--- src/reload_timer_consts.vh ---
// Register offsets, field positions, reset values and count sources of the reload timer unit.
`ifndef RELOAD_TIMER_CONSTS_VH
`define RELOAD_TIMER_CONSTS_VH

// Byte offsets of the shared registers.
`define START_FLAG_OFS 8'h00
`define IRQ_STATUS_OFS 8'h04
`define IRQ_MASK_OFS 8'h08
`define PIN_LEVEL_OFS 8'h0C
`define CHAN_STATE_OFS 8'h10

// Channel i: count register at CHAN_BASE + CHAN_STRIDE * i, mode register four bytes above.
`define CHAN_BASE_OFS 8'h20
`define CHAN_STRIDE 8'h08
`define CHAN_MODE_DELTA 8'h04

// Mode register fields.
`define MODE_OP_LSB 0
`define MODE_OP_MSB 1
`define MODE_PULSE_BIT 2
`define MODE_GATE_BIT 3
`define MODE_GPOL_BIT 4
`define MODE_SRC_LSB 5
`define MODE_SRC_MSB 7
`define MODE_WIDTH 8

// Operating mode codes.
`define OP_TIMER 2'h0
`define OP_EVENT 2'h1
`define OP_ONESHOT 2'h2
`define OP_PWM 2'h3

// Count source codes.
`define SRC_DIV1 3'h0
`define SRC_DIV2 3'h1
`define SRC_DIV8 3'h2
`define SRC_DIV32 3'h3
`define SRC_SUB32 3'h4

// Prescaler terminal counts.
`define PRESC_WIDTH 5
`define DIV2_MASK 5'h01
`define DIV8_MASK 5'h07
`define DIV32_MASK 5'h1F
`define SUB_DIV_LAST 5'h1F

// Reset values.
`define MODE_RESET 8'h00
`define COUNT_RESET 16'h0000
`define MASK_RESET 5'h00

`endif

--- src/reload_down_timer_unit.v ---
// Five independent reload timers with an Avalon-MM register slave and interrupt.
//
// Operation
// - Five independent 16-bit timer channels.
// - Two-bit mode field picks timer, event, one-shot or PWM; timer mode is built.
// - Timer source is clock, clock/2, /8, /32 or subclock/32.
// - Counter decrements per source pulse and reloads on underflow.
// - Value n gives one underflow every n+1 source pulses.
// - Start bit 1 starts a channel, 0 halts it.
// - Each underflow raises the channel interrupt request.
// - Reading the count register returns the live counter.
// - Writes load counter and reload while stopped or before first pulse.
// - After counting begins, writes load only reload, taken at next reload.
// - With gate selected, input pin level enables counting.
// - With pulse output selected, output pin toggles at each underflow.
// - Pulse output is held low while the start bit is 0.
// - Input pin is port or gate; output pin is port or pulse output.
//
// The Avalon-MM interface to the registers and the address map were left to the implementer.
`timescale 1ns/100ps
`default_nettype none
`include "reload_timer_consts.vh"
module reload_down_timer_unit #(
    parameter NUM_CH = 5
) (
    input wire clk,
    input wire reset,
    input wire [7:0] avs_address,
    input wire avs_read,
    input wire avs_write,
    input wire [31:0] avs_writedata,
    input wire [3:0] avs_byteenable,
    output reg [31:0] avs_readdata,
    output reg avs_waitrequest,
    input wire subclock,
    input wire [NUM_CH-1:0] channel_input_pin,
    output wire [NUM_CH-1:0] channel_output_pin,
    output reg [NUM_CH-1:0] channel_output_pin_oe,
    output reg irq
);
    reg [`PRESC_WIDTH-1:0] presc_reg;
    reg [`PRESC_WIDTH-1:0] sub_div_reg;
    reg sub_meta_reg;
    reg sub_sync_reg;
    reg sub_last_reg;
    reg sub_tick_reg;
    reg [NUM_CH-1:0] pin_meta_reg;
    reg [NUM_CH-1:0] pin_sync_reg;
    reg [NUM_CH-1:0] run_reg;
    reg [`MODE_WIDTH-1:0] mode_reg [0:NUM_CH-1];
    reg [NUM_CH-1:0] status_reg;
    reg [NUM_CH-1:0] status_next;
    reg [NUM_CH-1:0] mask_reg;
    reg [31:0] read_mux;
    reg [NUM_CH-1:0] wr_count_vec;
    reg hit_start;
    reg hit_status;
    reg hit_mask;
    reg hit_pins;
    reg hit_state;
    reg [NUM_CH-1:0] hit_count;
    reg [NUM_CH-1:0] hit_mode;
    reg [NUM_CH-1:0] status_clear;
    reg [NUM_CH-1:0] timer_mode_vec;
    reg [NUM_CH-1:0] pulse_en_vec;
    reg [NUM_CH-1:0] gate_open_vec;
    reg [NUM_CH-1:0] tick_vec;
    reg [16*NUM_CH-1:0] wr_data_flat;
    wire [4:0] src_ticks;
    wire take_access;
    wire do_write;
    wire do_read;
    wire wr_shared;
    wire [NUM_CH-1:0] underflow_vec;
    wire [NUM_CH-1:0] started_vec;
    wire [16*NUM_CH-1:0] count_flat;
    wire [16*NUM_CH-1:0] reload_flat;
    integer k;
    integer kd;
    integer kw;
    integer kx;
    integer km;
    integer ko;
    integer kc;

    // Byte address of a channel register.
    function [7:0] chan_addr;
        input integer idx;
        input reg is_mode;
        begin
            chan_addr = `CHAN_BASE_OFS + (`CHAN_STRIDE * idx[7:0])
                + (is_mode ? `CHAN_MODE_DELTA : 8'h00);
        end
    endfunction

    // Merge the low two write lanes into a 16-bit value.
    function [15:0] merge16;
        input [15:0] old;
        input [31:0] data;
        input [3:0] be;
        begin
            merge16[7:0] = be[0] ? data[7:0] : old[7:0];
            merge16[15:8] = be[1] ? data[15:8] : old[15:8];
        end
    endfunction

    // Pick the strobe of the selected count source.
    function pick_tick;
        input [2:0] sel;
        input [4:0] ticks;
        begin
            case (sel)
                `SRC_DIV1: pick_tick = ticks[0];
                `SRC_DIV2: pick_tick = ticks[1];
                `SRC_DIV8: pick_tick = ticks[2];
                `SRC_DIV32: pick_tick = ticks[3];
                `SRC_SUB32: pick_tick = ticks[4];
                default: pick_tick = 1'b0;
            endcase
        end
    endfunction

    // Strobes stay one cycle wide so every counter update is a plain clocked step.
    always @(posedge clk) begin
        if (reset) begin
            presc_reg <= {`PRESC_WIDTH{1'b0}};
        end else begin
            presc_reg <= presc_reg + 5'h01;
        end
    end

    assign src_ticks[0] = 1'b1;
    assign src_ticks[1] = ((presc_reg & `DIV2_MASK) == `DIV2_MASK);
    assign src_ticks[2] = ((presc_reg & `DIV8_MASK) == `DIV8_MASK);
    assign src_ticks[3] = (presc_reg == `DIV32_MASK);
    assign src_ticks[4] = sub_tick_reg;

    // The subclock is slow and unrelated, so its rising edges are counted after a synchroniser.
    always @(posedge clk) begin
        if (reset) begin
            sub_meta_reg <= 1'b0;
            sub_sync_reg <= 1'b0;
            sub_last_reg <= 1'b0;
            sub_div_reg <= {`PRESC_WIDTH{1'b0}};
            sub_tick_reg <= 1'b0;
        end else begin
            sub_meta_reg <= subclock;
            sub_sync_reg <= sub_meta_reg;
            sub_last_reg <= sub_sync_reg;
            sub_tick_reg <= 1'b0;
            if (sub_sync_reg && !sub_last_reg) begin
                sub_div_reg <= sub_div_reg + 5'h01;
                sub_tick_reg <= (sub_div_reg == `SUB_DIV_LAST);
            end
        end
    end

    always @(posedge clk) begin
        if (reset) begin
            pin_meta_reg <= {NUM_CH{1'b0}};
            pin_sync_reg <= {NUM_CH{1'b0}};
        end else begin
            pin_meta_reg <= channel_input_pin;
            pin_sync_reg <= pin_meta_reg;
        end
    end

    // Each access is answered with waitrequest low in the second cycle of the request.
    assign take_access = (avs_read | avs_write) & ~avs_waitrequest;
    assign do_write = take_access & avs_write;
    assign do_read = take_access & avs_read;
    assign wr_shared = do_write & avs_byteenable[0];

    always @(posedge clk) begin
        if (reset) begin
            avs_waitrequest <= 1'b1;
        end else begin
            avs_waitrequest <= ~((avs_read | avs_write) & avs_waitrequest);
        end
    end

    // The address is held for the whole access, so one decode serves both cycles.
    always @* begin
        hit_start = (avs_address == `START_FLAG_OFS);
        hit_status = (avs_address == `IRQ_STATUS_OFS);
        hit_mask = (avs_address == `IRQ_MASK_OFS);
        hit_pins = (avs_address == `PIN_LEVEL_OFS);
        hit_state = (avs_address == `CHAN_STATE_OFS);
        for (kd = 0; kd < NUM_CH; kd = kd + 1) begin
            hit_count[kd] = (avs_address == chan_addr(kd, 1'b0));
            hit_mode[kd] = (avs_address == chan_addr(kd, 1'b1));
        end
    end

    always @* begin
        read_mux = 32'h00000000;
        if (hit_start) begin
            read_mux[NUM_CH-1:0] = run_reg;
        end
        if (hit_status) begin
            read_mux[NUM_CH-1:0] = status_reg;
        end
        if (hit_mask) begin
            read_mux[NUM_CH-1:0] = mask_reg;
        end
        if (hit_pins) begin
            read_mux[NUM_CH-1:0] = pin_sync_reg;
        end
        if (hit_state) begin
            read_mux[NUM_CH-1:0] = started_vec;
        end
        for (k = 0; k < NUM_CH; k = k + 1) begin
            if (hit_count[k]) begin
                read_mux[15:0] = count_flat[16*k +: 16];
            end
            if (hit_mode[k]) begin
                read_mux[`MODE_WIDTH-1:0] = mode_reg[k];
            end
        end
    end

    // Read data is taken while waitrequest is high and stands through the answer cycle.
    always @(posedge clk) begin
        if (reset) begin
            avs_readdata <= 32'h00000000;
        end else if ((avs_read | avs_write) & avs_waitrequest) begin
            avs_readdata <= avs_read ? read_mux : 32'h00000000;
        end
    end

    always @* begin
        for (kw = 0; kw < NUM_CH; kw = kw + 1) begin
            wr_count_vec[kw] = do_write && hit_count[kw];
        end
    end

    // Partial writes keep the other byte of the live counter.
    always @* begin
        for (kx = 0; kx < NUM_CH; kx = kx + 1) begin
            wr_data_flat[16*kx +: 16] = merge16(count_flat[16*kx +: 16], avs_writedata,
                avs_byteenable);
        end
    end

    always @(posedge clk) begin
        if (reset) begin
            run_reg <= {NUM_CH{1'b0}};
        end else if (wr_shared && hit_start) begin
            run_reg <= avs_writedata[NUM_CH-1:0];
        end
    end

    always @(posedge clk) begin
        if (reset) begin
            mask_reg <= `MASK_RESET;
        end else if (wr_shared && hit_mask) begin
            mask_reg <= avs_writedata[NUM_CH-1:0];
        end
    end

    always @(posedge clk) begin
        for (km = 0; km < NUM_CH; km = km + 1) begin
            if (reset) begin
                mode_reg[km] <= `MODE_RESET;
            end else if (wr_shared && hit_mode[km]) begin
                mode_reg[km] <= avs_writedata[`MODE_WIDTH-1:0];
            end
        end
    end

    // Only the bits already shown to the reader are cleared.
    // An underflow that lands between the two cycles of the read is kept.
    // A new underflow in the clearing cycle stays set.
    always @* begin
        status_clear = {NUM_CH{1'b0}};
        if (do_read && hit_status) begin
            status_clear = avs_readdata[NUM_CH-1:0];
        end
    end

    always @* begin
        status_next = (status_reg & ~status_clear) | underflow_vec;
    end

    always @(posedge clk) begin
        if (reset) begin
            status_reg <= {NUM_CH{1'b0}};
        end else begin
            status_reg <= status_next;
        end
    end

    always @(posedge clk) begin
        if (reset) begin
            irq <= 1'b0;
        end else begin
            irq <= |(status_next & mask_reg);
        end
    end

    always @(posedge clk) begin
        if (reset) begin
            channel_output_pin_oe <= {NUM_CH{1'b0}};
        end else begin
            for (ko = 0; ko < NUM_CH; ko = ko + 1) begin
                channel_output_pin_oe[ko] <= mode_reg[ko][`MODE_PULSE_BIT];
            end
        end
    end

    // Without the gate option the input pin is a plain port and counting is free.
    always @* begin
        for (kc = 0; kc < NUM_CH; kc = kc + 1) begin
            timer_mode_vec[kc] = (mode_reg[kc][`MODE_OP_MSB:`MODE_OP_LSB] == `OP_TIMER);
            pulse_en_vec[kc] = mode_reg[kc][`MODE_PULSE_BIT];
            gate_open_vec[kc] = ~mode_reg[kc][`MODE_GATE_BIT]
                | (pin_sync_reg[kc] == mode_reg[kc][`MODE_GPOL_BIT]);
            tick_vec[kc] = pick_tick(mode_reg[kc][`MODE_SRC_MSB:`MODE_SRC_LSB],
                src_ticks);
        end
    end

    genvar g;
    generate
        for (g = 0; g < NUM_CH; g = g + 1) begin : chan
            timer_channel i_timer_channel (
                .clk(clk),
                .reset(reset),
                .run(run_reg[g]),
                .timer_mode(timer_mode_vec[g]),
                .tick(tick_vec[g]),
                .gate_open(gate_open_vec[g]),
                .pulse_en(pulse_en_vec[g]),
                .wr_count(wr_count_vec[g]),
                .wr_data(wr_data_flat[16*g +: 16]),
                .count_reg(count_flat[16*g +: 16]),
                .reload_reg(reload_flat[16*g +: 16]),
                .started_reg(started_vec[g]),
                .underflow_reg(underflow_vec[g]),
                .out_level_reg(channel_output_pin[g])
            );
        end
    endgenerate
endmodule // reload_down_timer_unit
`default_nettype wire

--- src/timer_channel.v ---
// One 16-bit down-counting reload timer channel in internal-count mode.
`timescale 1ns/100ps
`default_nettype none
`include "reload_timer_consts.vh"
module timer_channel (
    input wire clk,
    input wire reset,
    input wire run,
    input wire timer_mode,
    input wire tick,
    input wire gate_open,
    input wire pulse_en,
    input wire wr_count,
    input wire [15:0] wr_data,
    output reg [15:0] count_reg,
    output reg [15:0] reload_reg,
    output reg started_reg,
    output reg underflow_reg,
    output reg out_level_reg
);
    wire count_step;
    wire at_zero;

    assign count_step = run & timer_mode & tick & gate_open;
    assign at_zero = (count_reg == 16'h0000);

    always @(posedge clk) begin
        if (reset) begin
            count_reg <= `COUNT_RESET;
            reload_reg <= `COUNT_RESET;
            started_reg <= 1'b0;
            underflow_reg <= 1'b0;
        end else begin
            underflow_reg <= count_step & at_zero;
            if (!run) begin
                started_reg <= 1'b0;
            end else if (count_step) begin
                started_reg <= 1'b1;
            end
            if (wr_count) begin
                reload_reg <= wr_data;
            end
            // A write before the first counted pulse wins over that pulse.
            if (wr_count && !started_reg) begin
                count_reg <= wr_data;
            end else if (count_step) begin
                if (at_zero) begin
                    count_reg <= wr_count ? wr_data : reload_reg;
                end else begin
                    count_reg <= count_reg - 16'h0001;
                end
            end
        end
    end

    always @(posedge clk) begin
        if (reset) begin
            out_level_reg <= 1'b0;
        end else if (!run || !pulse_en) begin
            out_level_reg <= 1'b0;
        end else if (count_step && at_zero) begin
            out_level_reg <= ~out_level_reg;
        end
    end
endmodule // timer_channel
`default_nettype wire

--- config.mk ---
export PLATFORM = sky130hd
export DESIGN_NAME = reload_down_timer_unit
export DESIGN_NICKNAME = d
export VERILOG_FILES = /design/src/reload_down_timer_unit.v /design/src/timer_channel.v
export VERILOG_INCLUDE_DIRS = /design/src
export SDC_FILE = /design/constraint.sdc
export NUM_CORES = 1
export LEC_CHECK = 0
export BUFFER_PORTS_ARGS = -buffer_cell sky130_fd_sc_hd__buf_2
export CAP_MARGIN = 0
export CORE_MARGIN = 8
export CORE_UTILIZATION = 50
export DETAILED_ROUTE_END_ITERATION = 10
export PLACE_DENSITY = 0.68
export SLEW_MARGIN = 10
export SYNTH_ARGS = -nofsm -noshare
export SYNTH_HDL_FRONTEND = slang
export SYNTH_SLANG_ARGS = --single-unit
--- constraint.sdc ---
create_clock -name clk -period 6.2 [get_ports clk]
set_clock_uncertainty 0.15 [all_clocks]
set_input_delay 0.93 -clock clk [delete_from_list [all_inputs] [get_ports clk]]
set_output_delay 0.93 -clock clk [all_outputs]
set_load 0.05 [all_outputs]
==> results.md <==
* Outcome: completed
* # setup viols final at 0
* Wire per inst at 23.2 um
* # hold bufs at CTS at 0
* RSZ-0062 raised after global routing: no
* IO Port Bufs at 63
* CTS tree: done
* Slew HR at 24.0%
* R2R Path Start: presc_reg[0]$_SDFF_PP0_
* Largest net degree at the start of global routing at 86
* Top achievable clock speed at about 0.27 GHz
* Grt peak-use layer: met2
* Number of global-route vias before repair at between 10000 and 15000
* CTS resizes at 0
* Die height at roughly 190 um
* Hold path depth at 1
* Power consumption at 3.98 mW
* Delay-heaviest family, CP: simple AND/OR/NAND/NOR gates
* Crit path max fanout at 34
* Vias/cell at 6.36
* Reg2Reg Depth at 9
* Worst-margin pin slew at about 1100 ps
* CTS Buf Count at 31
* Met1 GRT Util at between 30% and 40%
* GR Util met2 at ~42%
* Dpl ws at 2030 ps
* Max-slew violation count at 0
* Worst path bufs/invs at 1
* Worst vdd rail ir drop at roughly 0.22 mV
* P per Cell Area at between 200 and 250 mW/mm2
* P&R area growth vs syn at 9.27%
* Met3 Use GR at 5.00%
* First-pass GRT wire length at roughly 79 mm
* First-pass DRT Iterations at 9
* Max-Cap Viols at 0
* Slowest stage delay, CP at 980 ps
* Worst path depth at 4
* Share of layout cells above drive strength 1 at about a tenth
* CP startpoint: avs_address[2]
* Hpwl dp at 37.5 mm
* Worst Setup Slack, final at roughly 2500 ps
* Final WL at between 50 and 60 mm
* Sink Count at between 200 and 300
* CTS Root Cell: clkbuf_16
* Post-Syn Area at between 0.015 and 0.02 mm2
* Core Util, Final at 55.1%
* Tmin final at between 3000 and 4000 ps
* Fin nets at approximately 1900
* EDFF count, synth at 40
* Worst EP required at ~6200 ps
* Cell variety after synth at ~90
* Antenna-violating nets left at 0
* Std cell rows at 64
* #FFs+latches synth at ~280
* Hold Path Class: flop to flop
* Placer Congestion at about 0.96
* Die ar. at 0.0365 mm2
* Post-synthesis sequential area ratio at between 30% and 40%
* R2R Setup Slk at ~2600 ps
* Grt total ovfl at 0
* Worst path cell trace: buf_2 -> nor4bb_1 -> nand2_1 -> o21ai_0
* Setup bufs post-CTS at 0
* Hold Path Sink: pin_sync_reg[4]$_SDFF_PP0_
* Remaining DRCs at 0
* Hold Fails Final Rpt at 0
* GRT Util Overall at between 20% and 30%
* Placed insts at between 2000 and 2500
* Reg2reg end: chan[2].i_timer_channel.count_reg[13]$_SDFFE_PP0P_
* Ys async rst share at 0%
* H-tree levels at 1
* Slowest CP cell: nor4bb_1
* Clk_lat worst skew at 560 ps
* Mean Syn Cell Area at 8.22 um2
* Initial Util at ~50%
* Worst Setup Path Type: input port to flop
* Total vias in the final route at around 14000
* Longest Clk Path Bufs at 3
* Yosys warns at 0
* Initial drt markers at between 1500 and 2000
* Crit. End Element: flop
* Clock-pin slew on the worst setup and hold paths at 60 ps
* Initial antenna violation count at 2
* Core ar. at slightly above 0.03 mm2
* Crit path DAT at between 3000 and 4000 ps
* Hold Startpoint: pin_meta_reg[4]$_SDFF_PP0_
* Total Neg Setup Slack at 0 ps
* Final Cycle Share at between 50 and 60%
* Ports at a little under 100
* DIE WIDTH at between 150 and 200 um
* Non-Filler Instances at 2267
* Leakage at between 6 and 7 nW
* Synth Flop Type: dfxtp_1
* Crit start category: input port
* Synth Instances at between 1500 and 2000
[cell usage after synthesis, types with 16 or more instances]
master | instances | area, um2
a31oi_1 | 17 | 106
nor2b_1 | 27 | 169
nand2_1 | 178 | 668
nand3_1 | 36 | 180
nor3_1 | 31 | 155
mux2i_1 | 80 | 801
nor4_1 | 22 | 138
xnor2_1 | 37 | 324
and2_1 | 54 | 338
nand2b_1 | 34 | 213
a22oi_1 | 61 | 458
a21oi_1 | 138 | 691
buf_2 | 20 | 100
inv_1 | 68 | 255
clkbuf_1 | 101 | 379
o211ai_1 | 24 | 180
buf_4 | 22 | 165
edfxtp_1 | 40 | 1200
o21ai_0 | 130 | 651
xor2_1 | 18 | 158
dfxtp_1 | 237 | 4740
a211oi_1 | 16 | 120
nor2_1 | 217 | 815
[power breakdown]
group	internal [mW]	total [mW]	switching [mW]
registers	1.84	1.85	0.0161
logic	0.0519	0.246	0.194
clock network	1.13	1.88	0.758
total	3.02	3.98	0.969
[through the flow]
stage	area, um2	hold WS [ps]
finish	16700	287
global route	16700	312
CTS	16700	292
detailed placement	15700	277
global placement	15700	269
floorplan	15400	264
[cells in the final DEF, fill, tap and decap left out, types with 9 or more instances in the layout]
cell       instances
nor2b_1           27
a21oi_1          138
nand3_1           36
a211o_1           10
xor2_1            18
nor3_1            31
o211ai_1          24
dfxtp_1          237
nand2b_1          34
a22oi_1           61
mux2i_1           80
a222oi_1          13
o22ai_1           13
nor4_1            20
inv_1             68
o21ai_0          129
a32o_1             9
nand4_1           13
a31oi_1           17
conb_1            16
edfxtp_1          40
ha_1              15
clkbuf_16         32
a211oi_1          16
buf_4             23
nor2_1           217
buf_2             62
and3_1            11
a32oi_1            9
nand2_1          178
xnor2_1           37
o2bb2ai_1          9
and2_1            54
[layer usage]
layer / routed length (um) / up-vias
met5: 25 / -
met4: 2070 / 4
met3: 5300 / 129
met2: 22700 / 801
met1: 22500 / 6845
li1: - / 6641
[worst reg2reg max path, stage by stage, from the launching register on]
cell and delay (ps):
dfxtp_1 630, ha_1 260, and3_1 160, ha_1 390
mux2i_1 120, o21ai_0 230, nand3_1 540, nor2_1 550
a21oi_1 120, a2111oi_0 380
[area by class of cell]
type / instances / area (um2)
Sequential cell: 277 / 5950
Inverter: 68 / 255
Fill cell: 2864 / 13600
Clock buffer: 41 / 855
Multi-Input combinational cell: 1384 / 8510
Tap cell: 396 / 495
Clock inverter: 14 / 169
Antenna cell: 1 / 2.50
Timing Repair Buffer: 86 / 494
[worst max-delay path by stage]
stage                                               to
after CTS                 mode_reg[3][6]$_SDFFCE_PN0P_
after floorplan           mode_reg[4][0]$_SDFFCE_PN0P_
after global routing      mode_reg[3][5]$_SDFFCE_PN0P_
after global placement    mode_reg[3][3]$_SDFFCE_PN0P_
final                     mode_reg[3][6]$_SDFFCE_PN0P_
after detailed placement  mode_reg[3][6]$_SDFFCE_PN0P_
[kinds of logic after synthesis]
kind of cell,count (synthesis),share of synthesized area (%)
AND/OR/NAND/NOR,696,23.0
AO/OA/AOI/OAI,514,21.7
flip-flops,277,38.8
buffers and inverters,216,6.10
multiplexers,88,6.04
XOR/XNOR,55,3.15
adder cells (fa/ha/maj),15,1.23
other,1,0.0245
No activity file was read; power rests on OpenSTA's default activity.
